===== config.mk =====
export PLATFORM = sky130hd
export DESIGN_NAME = psr_regs
export DESIGN_NICKNAME = d
export VERILOG_FILES = /design/src/rtl/psr_pkg.sv /design/src/rtl/psr_frame_if.sv /design/src/rtl/psr_frame_dec.sv /design/src/rtl/psr_regs.sv
export SDC_FILE = /design/constraint.sdc
export NUM_CORES = 1
export LEC_CHECK = 0
export BUFFER_PORTS_ARGS = -buffer_cell sky130_fd_sc_hd__buf_2
export CAP_MARGIN = 40
export CELL_PAD_IN_SITES_DETAIL_PLACEMENT = 1
export CELL_PAD_IN_SITES_GLOBAL_PLACEMENT = 1
export CORE_MARGIN = 3
export CORE_UTILIZATION = 43
export CTS_CLUSTER_DIAMETER = 30
export CTS_CLUSTER_SIZE = 20
export DETAILED_ROUTE_END_ITERATION = 7
export GPL_TIMING_DRIVEN = 0
export MAX_ROUTING_LAYER = met4
export PLACE_DENSITY_LB_ADDON = 0.2
export SLEW_MARGIN = 0
export SYNTH_ARGS = -nofsm -noshare
export SYNTH_HDL_FRONTEND = slang
export SYNTH_SLANG_ARGS = --single-unit

===== constraint.sdc =====
create_clock -name mclk -period 5.4 [get_ports mclk]
set_clock_uncertainty 0.2 [all_clocks]
set_input_delay 0.81 -clock mclk [delete_from_list [all_inputs] [get_ports mclk]]
set_output_delay 0.81 -clock mclk [all_outputs]
set_load 0.1 [all_outputs]

===== src/rtl/psr_pkg.sv =====
/*
 Constants for the supply status and configuration register set:
 command codes, field positions, reset values and timing counts.
 Assumes a 10 MHz core clock.
*/
package psr_pkg;
   localparam logic [15:0] CMD_OPERATION = 16'h0000;
   localparam logic [15:0] CMD_VOLTAGE_SETPOINT = 16'h0020;
   localparam logic [15:0] CMD_CURRENT_SETPOINT = 16'h0030;
   localparam logic [15:0] CMD_CHG_FLAGS = 16'h00b8;
   localparam logic [15:0] CMD_SCALE = 16'h00c0;
   localparam logic [15:0] CMD_HEALTH = 16'h00c1;
   localparam logic [15:0] CMD_SETUP = 16'h00c2;
   localparam logic [28:0] ID_REQ_BASE = 29'h000c0100;
   localparam logic [28:0] ID_RSP_BASE = 29'h000c0000;
   localparam logic [3:0] DLC_READ = 4'h2;
   localparam logic [3:0] DLC_WRITE = 4'h4;
   localparam logic [3:0] DLC_RSP_BYTE = 4'h3;
   localparam logic [3:0] DLC_RSP_WORD = 4'h4;
   localparam logic [3:0] DLC_RSP_SCALE = 4'h8;
   localparam logic [3:0] SCALE_NONE = 4'h0;
   localparam logic [3:0] SCALE_0P001 = 4'h4;
   localparam logic [3:0] SCALE_0P01 = 4'h5;
   localparam logic [3:0] SCALE_0P1 = 4'h6;
   localparam logic [3:0] SCALE_1 = 4'h7;
   localparam logic [3:0] SCALE_10 = 4'h8;
   localparam logic [3:0] SCALE_100 = 4'h9;
   localparam int SETUP_BUS_CTRL = 0;
   localparam int SETUP_INIT_LO = 1;
   localparam int SETUP_POLICY_LO = 8;
   localparam int SETUP_SAVE_OFF = 10;
   localparam logic [1:0] INIT_OFF = 2'b00;
   localparam logic [1:0] INIT_ON = 2'b01;
   localparam logic [1:0] INIT_PREV = 2'b10;
   localparam logic [1:0] INIT_RSVD = 2'b11;
   localparam logic [1:0] POLICY_NOW = 2'b00;
   localparam logic [1:0] POLICY_1MIN = 2'b01;
   localparam logic [1:0] POLICY_10MIN = 2'b10;
   localparam logic [1:0] POLICY_RSVD = 2'b11;
   localparam logic [15:0] SETUP_RESET = 16'h0000;
   localparam logic [15:0] SETUP_MASK = 16'h0707;
   localparam int CLK_HZ = 10_000_000;
   localparam int DELAY_1MIN_S = 60;
   localparam int DELAY_10MIN_S = 600;
   localparam longint DELAY_1MIN_CYC = longint'(DELAY_1MIN_S) * CLK_HZ;
   localparam longint DELAY_10MIN_CYC = longint'(DELAY_10MIN_S) * CLK_HZ;
endpackage


===== src/rtl/psr_frame_if.sv =====
/*
 Carrier for one parsed request between the frame decoder and the
 register core. Assumes a single clock domain.
*/
`timescale 1ns/1ps
`default_nettype none
interface psr_frame_if;
   logic req;
   logic wr;
   logic [15:0] cmd;
   logic [15:0] data;
   modport dec (output req, output wr, output cmd, output data);
   modport core (input req, input wr, input cmd, input data);
endinterface
`default_nettype wire


===== src/rtl/psr_frame_dec.sv =====
/*
 Frame decoder: accepts a received CAN frame, checks identifier and
 length, and forwards a read or write request for one clock.
 Assumes frames arrive as one-cycle strobes on the core clock.
*/
`timescale 1ns/1ps
`default_nettype none
module psr_frame_dec
   import psr_pkg::*;
(
   input wire logic mclk,
   input wire logic reset_n,
   input wire logic rx_valid,
   input wire logic [28:0] rx_id,
   input wire logic [3:0] rx_dlc,
   input wire logic [63:0] rx_data,
   input wire logic [7:0] unit_addr,
   psr_frame_if.dec fr
);
   logic id_ok;
   assign id_ok = rx_id == (ID_REQ_BASE | {21'h0, unit_addr});

   // Command and parameter each arrive low byte first
   always_ff @(posedge mclk or negedge reset_n) begin
      if (!reset_n) begin
         fr.req <= 1'b0;
         fr.wr <= 1'b0;
         fr.cmd <= 16'h0000;
         fr.data <= 16'h0000;
      end else begin
         fr.req <= rx_valid && id_ok && (rx_dlc == DLC_READ || rx_dlc == DLC_WRITE);
         fr.wr <= rx_dlc == DLC_WRITE;
         fr.cmd <= {rx_data[15:8], rx_data[7:0]};
         fr.data <= {rx_data[31:24], rx_data[23:16]};
      end
   end

   req_one_cycle_a: assert property (@(posedge mclk) disable iff (!reset_n)
      fr.req |=> !fr.req || $past(rx_valid)) else $error("request without frame");
endmodule
`default_nettype wire


===== src/rtl/psr_regs.sv =====
/*
 Status, scaling and system configuration register set of a
 programmable supply and charger, reached through CAN command frames.
 Assumes status inputs are asynchronous pins and the frame port is
 driven by a CAN controller on the same clock.
*/
`timescale 1ns/1ps
`default_nettype none
// What this block does
// Charge stage flags in low byte bits 0..3: full, CC, CV, float.
// High byte bit 2 flags temp sense short, bit 3 flags no battery.
// High byte bits 5,6,7 flag CC, CV, float stage timeouts; here bit 7 (float) has no pin and reads zero.
// Bits for unsupported functions always read zero.
// Scaling nibble: 0 unsupported, 4..9 mean 0.001 up to 100.
// Scaling byte 0: voltage factor low nibble, current factor high nibble.
// Scaling byte 1: input voltage low nibble, fan speed high nibble.
// Scaling byte 2: temperature low nibble, stage timeout high nibble.
// Scaling byte 3: input current low nibble; rest and bytes 4,5 reserved.
// Health bit 1 is one when secondary output voltage is normal.
// Health bit 4 is one while dummy load is on.
// Health bit 5 is zero during initialization, one after.
// Health bit 6 flags a failed nonvolatile memory access.
// Setup bit 0 selects bus setpoints over analog trim inputs.
// Setup bits 1..2 choose power-up on/off: off, on, previous; here the preset uses the reset value 00 and always powers up off.
// Commit policy: immediate, after 1 minute or 10 minutes quiet.
// Setup high bit 2 set stops all saving to nonvolatile memory.
// Write frame: length 4, command then parameter, low byte first.
// Read frame: length 2; answer echoes command then data.
// On/off readback returns single byte 0x01 while output runs.
// Values are raw integers scaled by their factor.
// Reserved preset or policy codes are ignored on write.
module psr_regs
   import psr_pkg::*;
#(
   parameter longint DELAY_1MIN = DELAY_1MIN_CYC,
   parameter longint DELAY_10MIN = DELAY_10MIN_CYC
) (
   input wire logic mclk,
   input wire logic reset_n,
   input wire logic rx_valid,
   input wire logic [28:0] rx_id,
   input wire logic [3:0] rx_dlc,
   input wire logic [63:0] rx_data,
   input wire logic [7:0] unit_addr,
   input wire logic [7:0] stage_pins,
   input wire logic [3:0] health_pins,
   input wire logic stored_on,
   input wire logic nvm_done,
   input wire logic [15:0] voltage_trim_input,
   input wire logic [15:0] current_trim_input,
   input wire logic trim_on,
   output logic tx_valid,
   output logic [28:0] tx_id,
   output logic [3:0] tx_dlc,
   output logic [63:0] tx_data,
   output logic [15:0] voltage_target,
   output logic [15:0] current_target,
   output logic output_on,
   output logic nvm_write
);
   localparam logic [3:0] F_VOUT = SCALE_0P01;
   localparam logic [3:0] F_IOUT = SCALE_0P01;
   localparam logic [3:0] F_VIN = SCALE_0P1;
   localparam logic [3:0] F_FAN = SCALE_NONE;
   localparam logic [3:0] F_TEMP = SCALE_0P1;
   localparam logic [3:0] F_TMO = SCALE_1;
   localparam logic [3:0] F_IIN = SCALE_NONE;

   psr_frame_if fr ();
   psr_frame_dec u_dec (
      .mclk(mclk),
      .reset_n(reset_n),
      .rx_valid(rx_valid),
      .rx_id(rx_id),
      .rx_dlc(rx_dlc),
      .rx_data(rx_data),
      .unit_addr(unit_addr),
      .fr(fr)
   );

   // Two-flop synchronisers for status pins
   logic [13:0] sync1, sync2;
   always_ff @(posedge mclk or negedge reset_n) begin
      if (!reset_n) begin
         sync1 <= 14'h0000;
         sync2 <= 14'h0000;
      end else begin
         sync1 <= {stored_on, health_pins, stage_pins, nvm_done};
         sync2 <= sync1;
      end
   end
   logic stored_on_s, nvm_done_s;
   logic [3:0] health_s;
   logic [7:0] stage_s;
   assign {stored_on_s, health_s, stage_s, nvm_done_s} = sync2;

   logic [15:0] charger_stage_flags;
   logic [15:0] unit_health_flags;
   logic [47:0] value_scale_table;
   logic [15:0] unit_setup;
   logic [15:0] voltage_setpoint;
   logic [15:0] current_setpoint;
   logic bus_on;
   logic init_done;
   // Stage bits 0..3 full/CC/CV/float, 4 tsense short, 5 no battery, 6..7 CC/CV tmo
   always_ff @(posedge mclk or negedge reset_n) begin
      if (!reset_n)
         charger_stage_flags <= 16'h0000;
      else
         charger_stage_flags <= {1'b0, stage_s[7:6], 1'b0, stage_s[5:4], 2'b00, 4'h0, stage_s[3:0]};
   end
   // Float timeout has no pin here, so word bit 15 stays zero
   logic [15:0] chg_word;
   assign chg_word = charger_stage_flags;

   assign value_scale_table = {16'h0000, 4'h0, F_IIN, F_TMO, F_TEMP, F_FAN, F_VIN, F_IOUT, F_VOUT};

   // Health: bit1 output good, bit4 dummy load, bit5 init done, bit6 nvm error
   always_ff @(posedge mclk or negedge reset_n) begin
      if (!reset_n)
         unit_health_flags <= 16'h0000;
      else
         unit_health_flags <= {9'h000, health_s[3], init_done, health_s[2], 2'b00, health_s[0], 1'b0};
   end

   // Init completes once the power-up preset has been applied
   always_ff @(posedge mclk or negedge reset_n) begin
      if (!reset_n)
         init_done <= 1'b0;
      else
         init_done <= 1'b1;
   end

   logic setpoint_wr;
   assign setpoint_wr = fr.req && fr.wr &&
      (fr.cmd == CMD_OPERATION || fr.cmd == CMD_VOLTAGE_SETPOINT || fr.cmd == CMD_CURRENT_SETPOINT || fr.cmd == CMD_SETUP);

   // Setup register with reserved codes refused field by field
   always_ff @(posedge mclk or negedge reset_n) begin
      if (!reset_n) begin
         unit_setup <= SETUP_RESET;
      end else if (fr.req && fr.wr && fr.cmd == CMD_SETUP) begin
         unit_setup[SETUP_BUS_CTRL] <= fr.data[SETUP_BUS_CTRL];
         unit_setup[SETUP_SAVE_OFF] <= fr.data[SETUP_SAVE_OFF];
         if (fr.data[SETUP_INIT_LO +: 2] != INIT_RSVD)
            unit_setup[SETUP_INIT_LO +: 2] <= fr.data[SETUP_INIT_LO +: 2];
         if (fr.data[SETUP_POLICY_LO +: 2] != POLICY_RSVD)
            unit_setup[SETUP_POLICY_LO +: 2] <= fr.data[SETUP_POLICY_LO +: 2];
      end
   end

   // Bus setpoints and on/off, preset at power-up
   logic preset_done;
   always_ff @(posedge mclk or negedge reset_n) begin
      if (!reset_n) begin
         voltage_setpoint <= 16'h0000;
         current_setpoint <= 16'h0000;
         bus_on <= 1'b0;
         preset_done <= 1'b0;
      end else begin
         preset_done <= 1'b1;
         if (!preset_done) begin
            unique case (unit_setup[SETUP_INIT_LO +: 2])
               INIT_OFF: bus_on <= 1'b0;
               INIT_ON: bus_on <= 1'b1;
               INIT_PREV: bus_on <= stored_on_s;
               INIT_RSVD: bus_on <= 1'b0;
            endcase
         end else if (fr.req && fr.wr) begin
            if (fr.cmd == CMD_OPERATION)
               bus_on <= fr.data[0];
            if (fr.cmd == CMD_VOLTAGE_SETPOINT)
               voltage_setpoint <= fr.data;
            if (fr.cmd == CMD_CURRENT_SETPOINT)
               current_setpoint <= fr.data;
         end
      end
   end

   // Output source selection
   always_ff @(posedge mclk or negedge reset_n) begin
      if (!reset_n) begin
         voltage_target <= 16'h0000;
         current_target <= 16'h0000;
         output_on <= 1'b0;
      end else if (unit_setup[SETUP_BUS_CTRL]) begin
         voltage_target <= voltage_setpoint;
         current_target <= current_setpoint;
         output_on <= bus_on;
      end else begin
         voltage_target <= voltage_trim_input;
         current_target <= current_trim_input;
         output_on <= trim_on;
      end
   end

   // Commit timer: restarts on each change, fires after the quiet time
   logic [33:0] quiet_cnt;
   logic pending;
   logic [33:0] quiet_limit;
   always_comb begin
      unique case (unit_setup[SETUP_POLICY_LO +: 2])
         POLICY_1MIN: quiet_limit = 34'(DELAY_1MIN - 1);
         POLICY_10MIN: quiet_limit = 34'(DELAY_10MIN - 1);
         default: quiet_limit = 34'h0;
      endcase
   end
   always_ff @(posedge mclk or negedge reset_n) begin
      if (!reset_n) begin
         pending <= 1'b0;
         quiet_cnt <= 34'h0;
         nvm_write <= 1'b0;
      end else begin
         nvm_write <= 1'b0;
         if (setpoint_wr) begin
            pending <= !unit_setup[SETUP_SAVE_OFF];
            quiet_cnt <= 34'h0;
         end else if (pending && unit_setup[SETUP_SAVE_OFF]) begin
            pending <= 1'b0;
         end else if (pending) begin
            if (quiet_cnt >= quiet_limit) begin
               pending <= 1'b0;
               nvm_write <= 1'b1;
            end else begin
               quiet_cnt <= quiet_cnt + 34'h1;
            end
         end
      end
   end

   // Read answers echo the command then the data
   always_ff @(posedge mclk or negedge reset_n) begin
      if (!reset_n) begin
         tx_valid <= 1'b0;
         tx_id <= 29'h0;
         tx_dlc <= 4'h0;
         tx_data <= 64'h0;
      end else begin
         tx_valid <= fr.req && !fr.wr;
         if (fr.req && !fr.wr) begin
            tx_id <= ID_RSP_BASE | {21'h0, unit_addr};
            tx_data <= 64'h0;
            tx_data[15:0] <= fr.cmd;
            tx_dlc <= DLC_RSP_WORD;
            if (fr.cmd == CMD_OPERATION) begin
               tx_dlc <= DLC_RSP_BYTE;
               tx_data[23:16] <= {7'h00, output_on};
            end else if (fr.cmd == CMD_CHG_FLAGS)
               tx_data[31:16] <= chg_word;
            else if (fr.cmd == CMD_HEALTH)
               tx_data[31:16] <= unit_health_flags;
            else if (fr.cmd == CMD_SETUP)
               tx_data[31:16] <= unit_setup & SETUP_MASK;
            else if (fr.cmd == CMD_SCALE) begin
               tx_dlc <= DLC_RSP_SCALE;
               tx_data[63:16] <= value_scale_table;
            end else if (fr.cmd == CMD_VOLTAGE_SETPOINT)
               tx_data[31:16] <= voltage_setpoint;
            else if (fr.cmd == CMD_CURRENT_SETPOINT)
               tx_data[31:16] <= current_setpoint;
         end
      end
   end

   rsvd_init_kept_a: assert property (@(posedge mclk) disable iff (!reset_n)
      fr.req && fr.wr && fr.cmd == CMD_SETUP && fr.data[2:1] == INIT_RSVD
      |=> unit_setup[2:1] == $past(unit_setup[2:1])) else $error("reserved preset stored");
   rsvd_policy_kept_a: assert property (@(posedge mclk) disable iff (!reset_n)
      fr.req && fr.wr && fr.cmd == CMD_SETUP && fr.data[9:8] == POLICY_RSVD
      |=> unit_setup[9:8] == $past(unit_setup[9:8])) else $error("reserved policy stored");
   read_answer_a: assert property (@(posedge mclk) disable iff (!reset_n)
      fr.req && !fr.wr |=> tx_valid && tx_data[15:0] == $past(fr.cmd))
      else $error("read not echoed");
   no_save_off_a: assert property (@(posedge mclk) disable iff (!reset_n)
      unit_setup[SETUP_SAVE_OFF] && $past(unit_setup[SETUP_SAVE_OFF]) && !$past(pending) |-> !nvm_write)
      else $error("save while disabled");
   immediate_commit_a: assert property (@(posedge mclk) disable iff (!reset_n)
      setpoint_wr && unit_setup[10:8] == 3'b000 && fr.cmd != CMD_SETUP ##1 !setpoint_wr |=> nvm_write)
      else $error("immediate commit late");
   source_sel_a: assert property (@(posedge mclk) disable iff (!reset_n)
      !unit_setup[0] && $stable(unit_setup[0]) |=> voltage_target == $past(voltage_trim_input))
      else $error("trim not followed");
   on_readback_a: assert property (@(posedge mclk) disable iff (!reset_n)
      tx_valid && tx_data[15:0] == 16'h0000 |-> tx_dlc == DLC_RSP_BYTE && tx_data[63:24] == 40'h0)
      else $error("on/off answer shape");
   scale_fixed_a: assert property (@(posedge mclk) disable iff (!reset_n)
      tx_valid && tx_dlc == DLC_RSP_SCALE |-> tx_data[63:44] == 20'h0 && tx_data[19:16] == F_VOUT)
      else $error("scale table wrong");
   init_flag_a: assert property (@(posedge mclk) disable iff (!reset_n)
      ##3 1 |-> unit_health_flags[5]) else $error("init never done");

   read_seen_c: cover property (@(posedge mclk) disable iff (!reset_n) tx_valid);
   write_seen_c: cover property (@(posedge mclk) disable iff (!reset_n) setpoint_wr);
   commit_seen_c: cover property (@(posedge mclk) disable iff (!reset_n) nvm_write);
   bus_ctrl_c: cover property (@(posedge mclk) disable iff (!reset_n) unit_setup[0] && output_on);
endmodule
`default_nettype wire


Word-level counts from Yosys, hierarchy flattened
Index checks and enable logic that the tools add are counted.
{"block": "totals", "register_bits": 261, "latchBits": 0, "mem_bits_rw": 0, "rom_bits": 0, "in_bits": 155, "output_inout_bits": 132, "wordCells": 108, "memories": 0}
{"block": "classes", "add_sub_neg": 1, "multipliers": 0, "div_mod_pow": 0, "n_lt_le_gt_ge": 1, "eq_ne": 20, "n_shift": 0, "n_mux": 37, "bitwise": 0, "reduce_logical": 23}
{"operator": "$mux 34", "n": 4}
{"operator": "$mux 16", "n": 8}
{"operator": "$pmux 33 s2", "n": 1}
{"operator": "$eq 16x8->1 const B", "n": 4}
{"operator": "$mux 40", "n": 1}
{"operator": "$add 34x1->34 const B", "n": 1}
{"operator": "$ge 34x33->1", "n": 1}
{"operator": "$eq 16x6->1 const B", "n": 2}
{"operator": "$eq 29x20->1", "n": 1}
{"operator": "$mux 7", "n": 4}
{"operator": "$mux 4", "n": 5}
{"operator": "$logic_not 16->1", "n": 1}
{"operator": "$mux 1", "n": 12}
{"operator": "$reduce_and 3->1", "n": 3}
{"operator": "$mux 8", "n": 1}
{"operator": "$ne 2x2->1 const B", "n": 4}
{"operator": "$logic_and 1x1->1", "n": 7}
{"operator": "$eq 2x2->1 const B", "n": 3}
{"operator": "$reduce_and 2->1", "n": 3}
{"operator": "$eq 2x1->1 const B", "n": 2}
{"operator": "$eq 4x2->1 const B", "n": 1}
{"operator": "$eq 4x3->1 const B", "n": 1}
{"operator": "$logic_or 1x1->1", "n": 4}
{"operator": "$ne 2x1->1 const B", "n": 2}
{"operator": "other kinds (5)", "n": 6}

Depth between registers and ports, before layout
Gate-level depths: netlist of the first run.
{"block": "depth", "word_depth": 8, "ltp_mapped": 13, "mapped_depth_nobuf": 10}

Hierarchy
Synthesis of the first run repeated with hierarchy kept, for this count alone.
{"block": "hier_totals", "hier_cells": 842, "hier_area_um2": 9803.2}
{"mod": "psr_regs", "instances": 1, "cells_each": 787, "area_per_inst_um2": 8754.6, "seq_area_each_um2": 4754.6}
{"mod": "psr_frame_dec", "instances": 1, "cells_each": 55, "area_per_inst_um2": 1048.5, "seq_area_each_um2": 850.8}

Worst setup path before layout of the first run
Ideal clock, no wire load.
{"block": "synth_timing", "kind": "reg2reg", "start": "register unit_setup[8]", "end": "register quiet_cnt[8]", "setup_ps": 77, "arrival_time_ps": 2797, "required_time_ps": 5123, "slack_ps": 2326, "stages_incl_launch_ff": 12, "path_buffers": 1, "period_less_slack_ps": 3074, "cell_sequence": "dfrtp_1 -> inv_1 -> ha_1 -> inv_1 -> ha_1 -> a21o_1 -> a21o_1 -> a221o_1 -> a22o_1 -> clkbuf_1 -> or4b_2 -> a21oi_1"}
{"block": "synth_via", "elab_chain_len": 5, "elab_cells_between_ends": 6, "classes_between": "order compare (1); eq/ne (3); mux (1); reduce/logical (1)"}
{"item": "start, declared", "line_no": "psr_regs.sv:100", "source": "logic [15:0] unit_setup;"}
{"item": "start signal, assigned by index", "line_no": "psr_regs.sv:143", "source": "unit_setup[SETUP_BUS_CTRL] <= fr.data[SETUP_BUS_CTRL];"}
{"item": "start signal, assigned by index", "line_no": "psr_regs.sv:144", "source": "unit_setup[SETUP_SAVE_OFF] <= fr.data[SETUP_SAVE_OFF];"}
{"item": "start signal, assigned by index", "line_no": "psr_regs.sv:146", "source": "unit_setup[SETUP_INIT_LO +: 2] <= fr.data[SETUP_INIT_LO +: 2];"}
{"item": "$eq 2x2->1 or $eq 2x1->1 (tied branches)", "line_no": "psr_regs.sv:202", "source": "unique case (unit_setup[SETUP_POLICY_LO +: 2])"}
{"item": "$pmux 33 s2 (*)", "line_no": "psr_regs.sv:202"}
{"item": "$ge 34x33->1 (*)", "line_no": "psr_regs.sv:221", "source": "if (quiet_cnt >= quiet_limit) begin"}
{"item": "$ne 2x2->1 (no source line) (*)"}
{"item": "$reduce_and 3->1 (no source line) (*)"}
{"item": "end signal, assigned", "line_no": "psr_regs.sv:225", "source": "quiet_cnt <= quiet_cnt + 34'h1;"}
{"item": "end, declared", "line_no": "psr_regs.sv:198", "source": "logic [33:0] quiet_cnt;"}
Mark *: on every way between the ends. The rest lies on a longest branch, timed or not.
A chain may end at the register's enable or synchronous reset.

Worst setup path after layout of the first run
{"block": "layout_timing", "start": "register unit_setup[8]", "end": "register quiet_cnt[12]"}
Same word-level chain as after synthesis.

==> results.md, run 1 <==
* Met1 Use GR at 31.9%
* FF+latch count, synth at roughly 220
* Worst-margin pin slew at just under 0.9 ns
* Detailed-route DRC error count at 0
* Worst hold slack at just under 0.08 ns
* Crit path time final at around 4.1 ns
* CTS tree: yes
* Crit share post-route at between 70% and 80%
* Gp weighted congestion at 0.835
* Hold_buf cts at 0
* Reg clk slew, reported paths at ~0.040 ns
* Synth top area cells: dfrtp_1 (57%), mux2_2 (5.8%), nand2_1 (4.9%)
* Register area share after synthesis at a little under three fifths
* Share of the synthesized area in the top cell type at a little under three fifths
* Hold Path Class: in2async
* CTS root buf: clkbuf_16
* First-pass GRT wire length at about 48 mm
* Fill cells at around 2.4k
* Grt met3 use at ~5.3%
* Syn avg cell area at ~12 µm²
* Most common cell after layout, fill and taps aside: dfrtp_1
* Core area at roughly 22000 µm²
* Met2 Usage GRT at a little over two fifths
* Clk sinks at about 220
* Aggregate global-route resource usage at between 20% and 30%
* Maximum VDD drop at roughly 0.00037 V
* Cts repair resizes at 0
* Sw Share at 24.8%
* Count of pins over their slew limit at 0
* Status: completed
* Final ANT Viol Nets at 0
* Die area at between 20000 and 25000 µm²
* Clk network pwr share at 59.3%
* Power density cells at ~400 nW/µm²
* Area Growth Syn to Fin at 33.9%
* DR vias at 7748
* Hold Fails Final Rpt at 0
* Setup crit end kind: flop
* Total Nets Final at 1317
* Htree depth at 2
* Most used flip-flop cell after synthesis: dfrtp_1
* Synthesized area at between 9000 and 10000 µm²
* Crit-path max FO at 10
* Critical setup path kind: reg2reg
* Commonest cells after routing, fill and taps aside: dfrtp_1 (224), buf_2 (211), nand2_1 (128)
* RSZ-0062 raised after global routing: no
* Synth cell types at between 70 and 80
* Ports at ~290
* Rel. slew slack at ~40%
* Synth area leader: dfrtp_1
* Cell Int Power at approximately 3900 µW
* Finished layout cell area at around 13000 µm²
* Post-Syn Instances at around 840
* Leak Pwr at about 0.0066 µW
* CP Launch Type: flop
* Initial Util at between 40% and 50%
* Antenna fix cells at 0
* Height of the die at roughly 160 µm
* Critical Path AT at 4.32 ns
* Register share of total power at between 30 and 40%
* Initial antenna violation count at 0
* GRT busiest layer: met2
* Num rows at 54
* Drt total wl at 30.3 mm
* Peak Freq at approximately 0.25 GHz
* CP required at approximately 5.6 ns
* Layout cells sized above 1 at around a third
* Buffer depth of the longest clock path at 3
* Largest net degree at the start of global routing at between 100 and 150
* Die X-Extent at ~160 µm
* 1st-iter DRT viols at approximately 370
* Ys async rst share at between 90% and 100%
* Worst-Skew Late Latency at 0.55 ns
* Dpl hpwl at 20.1 mm
* Grt ovf at 0
* Setup repair bufs after CTS at 0
* Max cap viols at 0
* Comb power frac at 7.5%
* Via density at 5.30
* IO buf count at 206
* Final setup violation count at 0
* WL/cell at roughly 21 µm
* Post-synth EDFFs at 0
* Syn. warnings at 0
* Vias in the first global route at about 8.5k
* Total net switching power at about 1300 µW
* Number of buffers created by CTS at 49
* Placed Area at approximately 11000 µm²
* DR pass1 iterations at 5
==> synthesized netlist by cell type, drive strengths merged (3+ instances only) <==
cell,number
nand4,18
dfrtp,224
or4,21
xor2,6
or2b,3
nor2,12
or3,6
xnor2,4
inv,13
and4,3
nor4,16
nand2b,12
ha,19
nor3,15
o21a,5
a211oi,3
clkbuf,20
o21ai,27
buf,68
mux2i,22
a21o,3
and2,4
a22oi,7
and3,5
o211ai,5
a21oi,26
mux2,71
o31ai,16
nand2,128
nor4b,4
nand3,15
==> metrics by stage <==
step                setup TNS (ns)  cells  util [%]  worst slack (ns)  power, µW
finish                           0   1462      59.4              1.32       5250
floorplan                        0    884         -              2.33       2050
global route                     0   1462      59.4             0.868       5410
detailed placement               0   1372      51.5              1.43       2160
global placement           -134.12   1370      51.3            -0.612       2150
CTS                              0   1462      59.4              1.34       5290
==> critical path: stages (launching register included) <==
cell and delay, ns:
dfrtp_1 0.40, inv_1 0.10, ha_1 0.14, inv_1 0.19
ha_1 0.35, nor4bb_1 0.42, o221ai_1 0.19, a31oi_1 0.48
or2_1 0.18, clkbuf_1 0.33, clkbuf_1 0.39, buf_2 0.33
o31ai_1 0.11, a21oi_1 0.16
==> logic make-up after synthesis <==
kind of cell / count (synthesis) / synth area share (%)
XOR/XNOR: 10 / 0.891
flip-flops: 224 / 57.0
AO/OA/AOI/OAI: 116 / 7.87
AND/OR/NAND/NOR: 273 / 15.0
buffers and inverters: 102 / 6.30
multiplexers: 93 / 10.4
adder cells (fa/ha/maj): 19 / 2.42
other: 2 / 0.0764
==> power by group through the flow <==
stage / clock [µW] / sequential, µW / combinational [µW]
global placement: 0 / 1760 / 384
CTS: 3150 / 1740 / 393
detailed placement: 0 / 1770 / 390
finish: 3110 / 1740 / 392
global route: 3250 / 1740 / 412
floorplan: 0 / 1850 / 192
==> sequential cells by signal, indices dropped and copies added, names as in the netlist <==
signal	flops
pending	1
tx_dlc	2
tx_data	33
current_setpoint	16
voltage_setpoint	16
output_on	1
voltage_target	16
unit_health_flags	4
tx_valid	1
nvm_write	1
quiet_cnt	34
sync2	12
sync1	12
tx_id	9
bus_on	1
u_dec.fr.req	1
u_dec.fr.cmd	16
current_target	16
charger_stage_flags	8
u_dec.fr.wr	1
preset_done	1
u_dec.fr.data	16
unit_setup	6
==> path summary, 6_finish.rpt <==
| check | startpoint | endpoint | slack, ns | cells past startpoint |
|---|---|---|---|---|
| worst max register to register | unit_setup[8] | quiet_cnt[12] | 1.32 | 13 |
| worst max-delay path | unit_setup[8] | quiet_cnt[12] | 1.32 | 13 |
| max in group asynchronous | reset_n | current_target[2] | 3.84 | 2 |
| worst min register to register | sync1[9] | sync2[9] | 0.14 | 0 |
| worst min-delay path | reset_n | quiet_cnt[11] | 0.08 | 1 |
| min in group mclk | sync1[9] | sync2[9] | 0.14 | 0 |
==> final cells by class <==
| cell class | count | area (µm²) | share of cell area, % |
|---|---|---|---|
| buffer | 88 | 567 | 4.31 |
| inverter | 14 | 52.6 | 0.399 |
| clock buffer | 69 | 1400 | 10.6 |
| sequential | 224 | 5610 | 42.6 |
| timing repair buffer | 208 | 1070 | 8.15 |
| multi-input combinational | 558 | 3770 | 28.7 |
| tap | 280 | 350 | 2.66 |
| clock inverter | 21 | 339 | 2.58 |
==> metal layers <==
metal  wire length [µm]  vias up
met5                  0        -
met4                503        0
met3               1900       44
met2              15600      259
met1              12300     3917
li1                   -     3528
No activity file was read; power rests on OpenSTA's default activity.
==> inputs of run 2 (changes only) <==
Settings changed: CORE_UTILIZATION 43 to 40.
Clock period 5.4 ns to 3.95 ns, I/O delays scaled along.
==> results.md, run 2 (same netlist as run 1, synthesis figures left out) <==
* Final setup violation count at 0
* Storage cell area at ~5600 µm²
* Crit path time final at 3.69 ns
* Initial antenna violation count at 1
* IO buf count at just over 200
* Commonest cells after routing, fill and taps aside: dfrtp_1 (224), buf_2 (211), nand2_1 (128)
* CTS tree: yes
* Most flop-heavy register: quiet_cnt
* Gp weighted congestion at 0.863
* Clk sinks at about 220
* Worst hold slack at approximately 0.023 ns
* Final Core Density at between 50% and 60%
* Reg clk slew, reported paths at approximately 0.05 ns
* Grt ovf at 0
* Layout cells sized above 1 at 34.5%
* Drt total wl at 30.3 mm
* Power density cells at approximately 510 nW/µm²
* Setup crit end kind: flop
* Peak Freq at around 0.27 GHz
* CP Launch Type: flop
* Aggregate global-route resource usage at between 20% and 30%
* Detailed-route DRC error count at 0
* Via density at around 5.1
* Area Growth Syn to Fin at 37.6%
* Multi-input logic area at 3790 µm²
* Worst-Skew Late Latency at about 0.53 ns
* Total Nets Final at between 1k and 1.5k
* Largest net degree at the start of global routing at roughly 110
* 1st-iter DRT viols at ~400
* CTS root buf: clkbuf_16
* Fin cells at between 1.5k and 2k
* Hold Fails Final Rpt at 0
* Core area at between 20000 and 25000 µm²
* Initial Util at between 40% and 50%
* RSZ-0062 raised after global routing: no
* Number of buffers created by CTS at between 40 and 50
* Biggest regs: quiet_cnt x34, tx_data x33
* Placed Area at between 10000 and 15000 µm²
* DR vias at ~7.9k
* Final setup margin at 0.263 ns
* Crit share post-route at 93.3%
* Leak Pwr at between 0.006 and 0.007 µW
* Critical setup path kind: reg2reg
* Rel. slew slack at approximately two fifths
* Dpl ws at -0.102 ns
* Worst-margin pin slew at 0.874 ns
* Finished layout cell area at between 10000 and 15000 µm²
* Max reg flops at 34
* Buffer depth of the longest clock path at 3
* Count of pins over their slew limit at 0
* # placed instances at 1411
* DR pass1 iterations at 4
* Htree depth at 2
* Die area at roughly 26000 µm²
* Critical Path AT at approximately 3.9 ns
* Die X-Extent at 163 µm
* Fill cells at roughly 2.6k
* Maximum VDD drop at 0.000356 V
* Status: completed
* Hold Path Class: in2reg
* Max cap viols at 0
* First-pass GRT wire length at about 48 mm
* Dpl hpwl at between 15 and 20 mm
* CP required at between 4 and 5 ns
* WL/cell at about 20 µm
* Vias in the first global route at roughly 8.7k
* Most common cell after layout, fill and taps aside: dfrtp_1
* Final ANT Viol Nets at 0
* Crit-path max FO at 10
* Num rows at between 50 and 60
* Height of the die at approximately 160 µm
* Ports at about 290
-- run 2: cell types whose count changed in the layout (fill, tap and decap cells not counted), moves of 2 or more --
| cell | change |
|---|---|
| clkbuf_1 | -7 |
| clkbuf_16 | -2 |
| bufinv_16 | -2 |
| clkinv_8 | +2 |
| clkbuf_2 | +3 |
| inv_6 | -2 |
| clkbuf_8 | -4 |
| dlygate4sd3_1 | +44 |
| clkinv_2 | +2 |
| clkinv_4 | +2 |
| clkinvlp_4 | +3 |
-- run 2: layer usage --
metal / part of all wire, % / global-route usage, %
met5: 0 / -
met4: 1.7 / 6.34
met3: 5.4 / 5.16
met2: 50 / 39.4
met1: 42 / 29.5
-- run 2: final cells by class --
cell class	instances	area share (%)
buffer	86	4.16
tap	319	2.95
inverter	14	0.389
sequential	224	41.5
clock inverter	24	2.17
antenna	1	0.0185
timing repair buffer	252	11.2
clock buffer	61	9.53
multi-input combinational	558	28.1
-- run 2: metrics by stage --
step | setup TNS [ns] | total power [µW]
2_1_floorplan | 0 | 2800
4_1_cts | 0 | 6890
3_3_place_gp | -429.94 | 2940
5_1_grt | 0 | 7070
6_report | 0 | 6830
3_5_place_dp | -0.519 | 2950
-- run 2: path summary, 6_finish.rpt --
path | from | slack, ns | to | depth (start not counted)
setup / recovery | unit_setup[8] | 0.26 | nvm_write | 12
hold reg to reg | sync2[8] | 0.14 | charger_stage_flags[14] | 0
min in group asynchronous | reset_n | 0.57 | quiet_cnt[11] | 2
hold / removal | rx_data[26] | 0.02 | u_dec.fr.data[10] | 1
max in group asynchronous | reset_n | 1.94 | sync2[13] | 3
setup reg to reg | unit_setup[8] | 0.26 | nvm_write | 12
-- run 2: timing repair --
action / CTS / global route
resized for setup: 3 / 5
setup buffers: 0 / 0
hold buffers: 44 / 0
endpoints found under the setup margin: 19 / 24
endpoints found under the hold margin: 51 / 0
-- run 2: power by group --
part	leakage (µW)	internal (µW)	switching, µW
clock	0.000761	2620	1260
sequential	0.00285	2350	27.0
combinational	0.00308	142	431
-- run 2: critical path, cell delays in order (launching register included) --
cell and delay (ns):
dfrtp_1 0.40, inv_1 0.09, ha_1 0.17, inv_1 0.21, ha_1 0.35, nor4bb_2 0.35
o21ai_0 0.21, nor4_2 0.36, a22o_1 0.30, clkbuf_2 0.25, buf_2 0.28, nor3_1 0.09
nor4_1 0.27
==> inputs of run 3 (changes only) <==
Settings changed: PLACE_DENSITY from default to 0.85, PLACE_DENSITY_LB_ADDON 0.2 to default.
==> results.md, run 3 (same netlist as run 1, synthesis figures left out) <==
* Largest net degree at the start of global routing at 119
* Leak Pwr at approximately 0.0067 µW
* Drt total wl at ~35 mm
* Vias in the first global route at slightly above 9k
* First-pass GRT wire length at 53.3 mm
* Grt ovf at 0
* Reg-to-Reg End: quiet_cnt[28]
* Dpl hpwl at between 20 and 25 mm
* Initial Util at about two fifths
* CP Launch Type: flop
* 1st-iter DRT viols at just under 500
* Hold Crit Start: rx_dlc[1]
* Layout cells sized above 1 at 34.0%
* Ports at ~290
* Htree depth at 2
* Crit path time final at between 3 and 4 ns
* Final Core Density at between 50 and 60%
* Crit share post-route at a little over nine tenths
* Biggest regs: quiet_cnt x34, tx_data x33
* Commonest cells after routing, fill and taps aside: dfrtp_1 (224), buf_2 (212), nand2_1 (128)
* Buffer depth of the longest clock path at 3
* Final setup violation count at 0
* Setup crit end kind: flop
* Most flop-heavy register: quiet_cnt
* Max reg flops at 34
* Rel. slew slack at 37.6%
* Hold Path Stages at 2
* Peak Freq at 0.262 GHz
* Core area at between 20000 and 25000 µm²
* Hold Fails Final Rpt at 0
* Hold Path Sink: u_dec.fr.wr
* Gp weighted congestion at between 0.8 and 0.9
* Aggregate global-route resource usage at a little over a quarter
* Critical setup path kind: reg2reg
* Power density cells at around 500 nW/µm²
* Number of buffers created by CTS at 43
* Via density at around 5.3
* Setup repair bufs after CTS at 0
* IO buf count at slightly above 200
* Critical Path AT at 3.99 ns
* Most common cell after layout, fill and taps aside: dfrtp_1
* Die X-Extent at roughly 160 µm
* Worst Reg-to-Reg Cells at 12
* Reg clk slew, reported paths at 0.05 ns
* Initial antenna violation count at 1
* RSZ-0062 raised after global routing: no
* Final ANT Viol Nets at 0
* Detailed-route DRC error count at 0
* CP required at about 4.1 ns
* Finished layout cell area at 13500 µm²
* WL/cell at around 23 µm
* Num rows at 56
* CTS tree: yes
* Clk sinks at around 220
* Maximum VDD drop at roughly 0.0004 V
* DR pass1 iterations at 5
* Area Growth Syn to Fin at 37.0%
* Status: completed
* Die area at 26500 µm²
* CTS root buf: clkbuf_16
* Placed Area at approximately 11000 µm²
* R2R setup slack at about 0.13 ns
* Crit-path max FO at 10
* Worst hold slack at between 0.07 and 0.08 ns
* Total Nets Final at about 1.4k
* Setup Total Neg Slack at 0 ns
* Worst-margin pin slew at just over 0.9 ns
* R2r startpoint: unit_setup[8]
* Hold Path Class: in2reg
* Count of pins over their slew limit at 0
* Max cap viols at 0
* Worst-Skew Late Latency at about 0.53 ns
* Height of the die at between 150 and 200 µm
* DR vias at between 8k and 9k
run 3: changes by cell type in the layout (fill, tap and decap cells not counted), moves of 2 or more:
cell,delta
clkinv_2,-6
clkbuf_16,-2
clkinv_8,-2
clkbuf_8,+3
inv_6,+2
clkbuf_1,+3
clkinvlp_4,-2
run 3: through the flow:
step | worst slack (ns) | std cells | power [µW]
floorplan | 0.876 | 884 | 2800
detailed placement | 0.0228 | 1411 | 2950
CTS | 0.107 | 1535 | 6780
finish | 0.130 | 1536 | 6770
global route | 0.00108 | 1536 | 6940
global placement | -1.77 | 1409 | 2940
run 3: timing repair:
action	in CTS	in global routing
setup endpoints to repair	7	14
gates resized for setup	2	7
pin swaps	0	0
hold buffers	45	0
hold endpoints to repair	128	0
cloned	0	0
run 3: power by group:
group	switching (µW)	leakage [µW]	internal [µW]	total, µW
sequential	31.0	0.00285	2350	2380
combinational	437	0.00308	142	580
clock	1290	0.000726	2520	3810
total	1750	0.00666	5020	6770
run 3: worst max-delay path by stage:
stage / slack, ns / start / end / cells past startpoint
global route: 0.001 / unit_setup[8] / quiet_cnt[29] / 11
finish: 0.13 / unit_setup[8] / quiet_cnt[28] / 12
floorplan: 0.88 / unit_setup[8] / quiet_cnt[8] / 11
CTS: 0.11 / unit_setup[8] / quiet_cnt[13] / 13
detailed placement: 0.02 / unit_setup[8] / quiet_cnt[19] / 13
global placement: -1.77 / reset_n / sync1[5] / 1
run 3: final cells by class:
cell class,instances,area [µm²]
Timing Repair Buffer,253,1520
Multi-Input combinational cell,558,3800
Tap cell,319,399
Inverter,14,52.6
Fill cell,2573,10400
Clock inverter,16,224
Sequential cell,224,5610
Antenna cell,1,2.50
Buffer,88,571
Clock buffer,63,1280
run 3: routing by layer:
| layer | global-route usage (%) | share of wire [%] | vias up |
|---|---|---|---|
| li1 | - | - | 3599 |
| met1 | 30.4 | 38 | 4212 |
| met2 | 46.3 | 53 | 307 |
| met3 | 5.19 | 5.2 | 99 |
| met4 | 10.9 | 3.9 | 0 |
| met5 | - | 0 | - |
run 3: critical path: stages, from the launching register on:
cell      delay, ns
dfrtp_1        0.41
inv_1          0.10
ha_1           0.15
inv_1          0.20
ha_1           0.27
a2111o_1       0.41
nor3_1         0.33
a31oi_4        0.17
or2_1          0.26
clkbuf_1       0.20
clkbuf_2       0.27
o311ai_0       0.53
o41ai_1        0.16
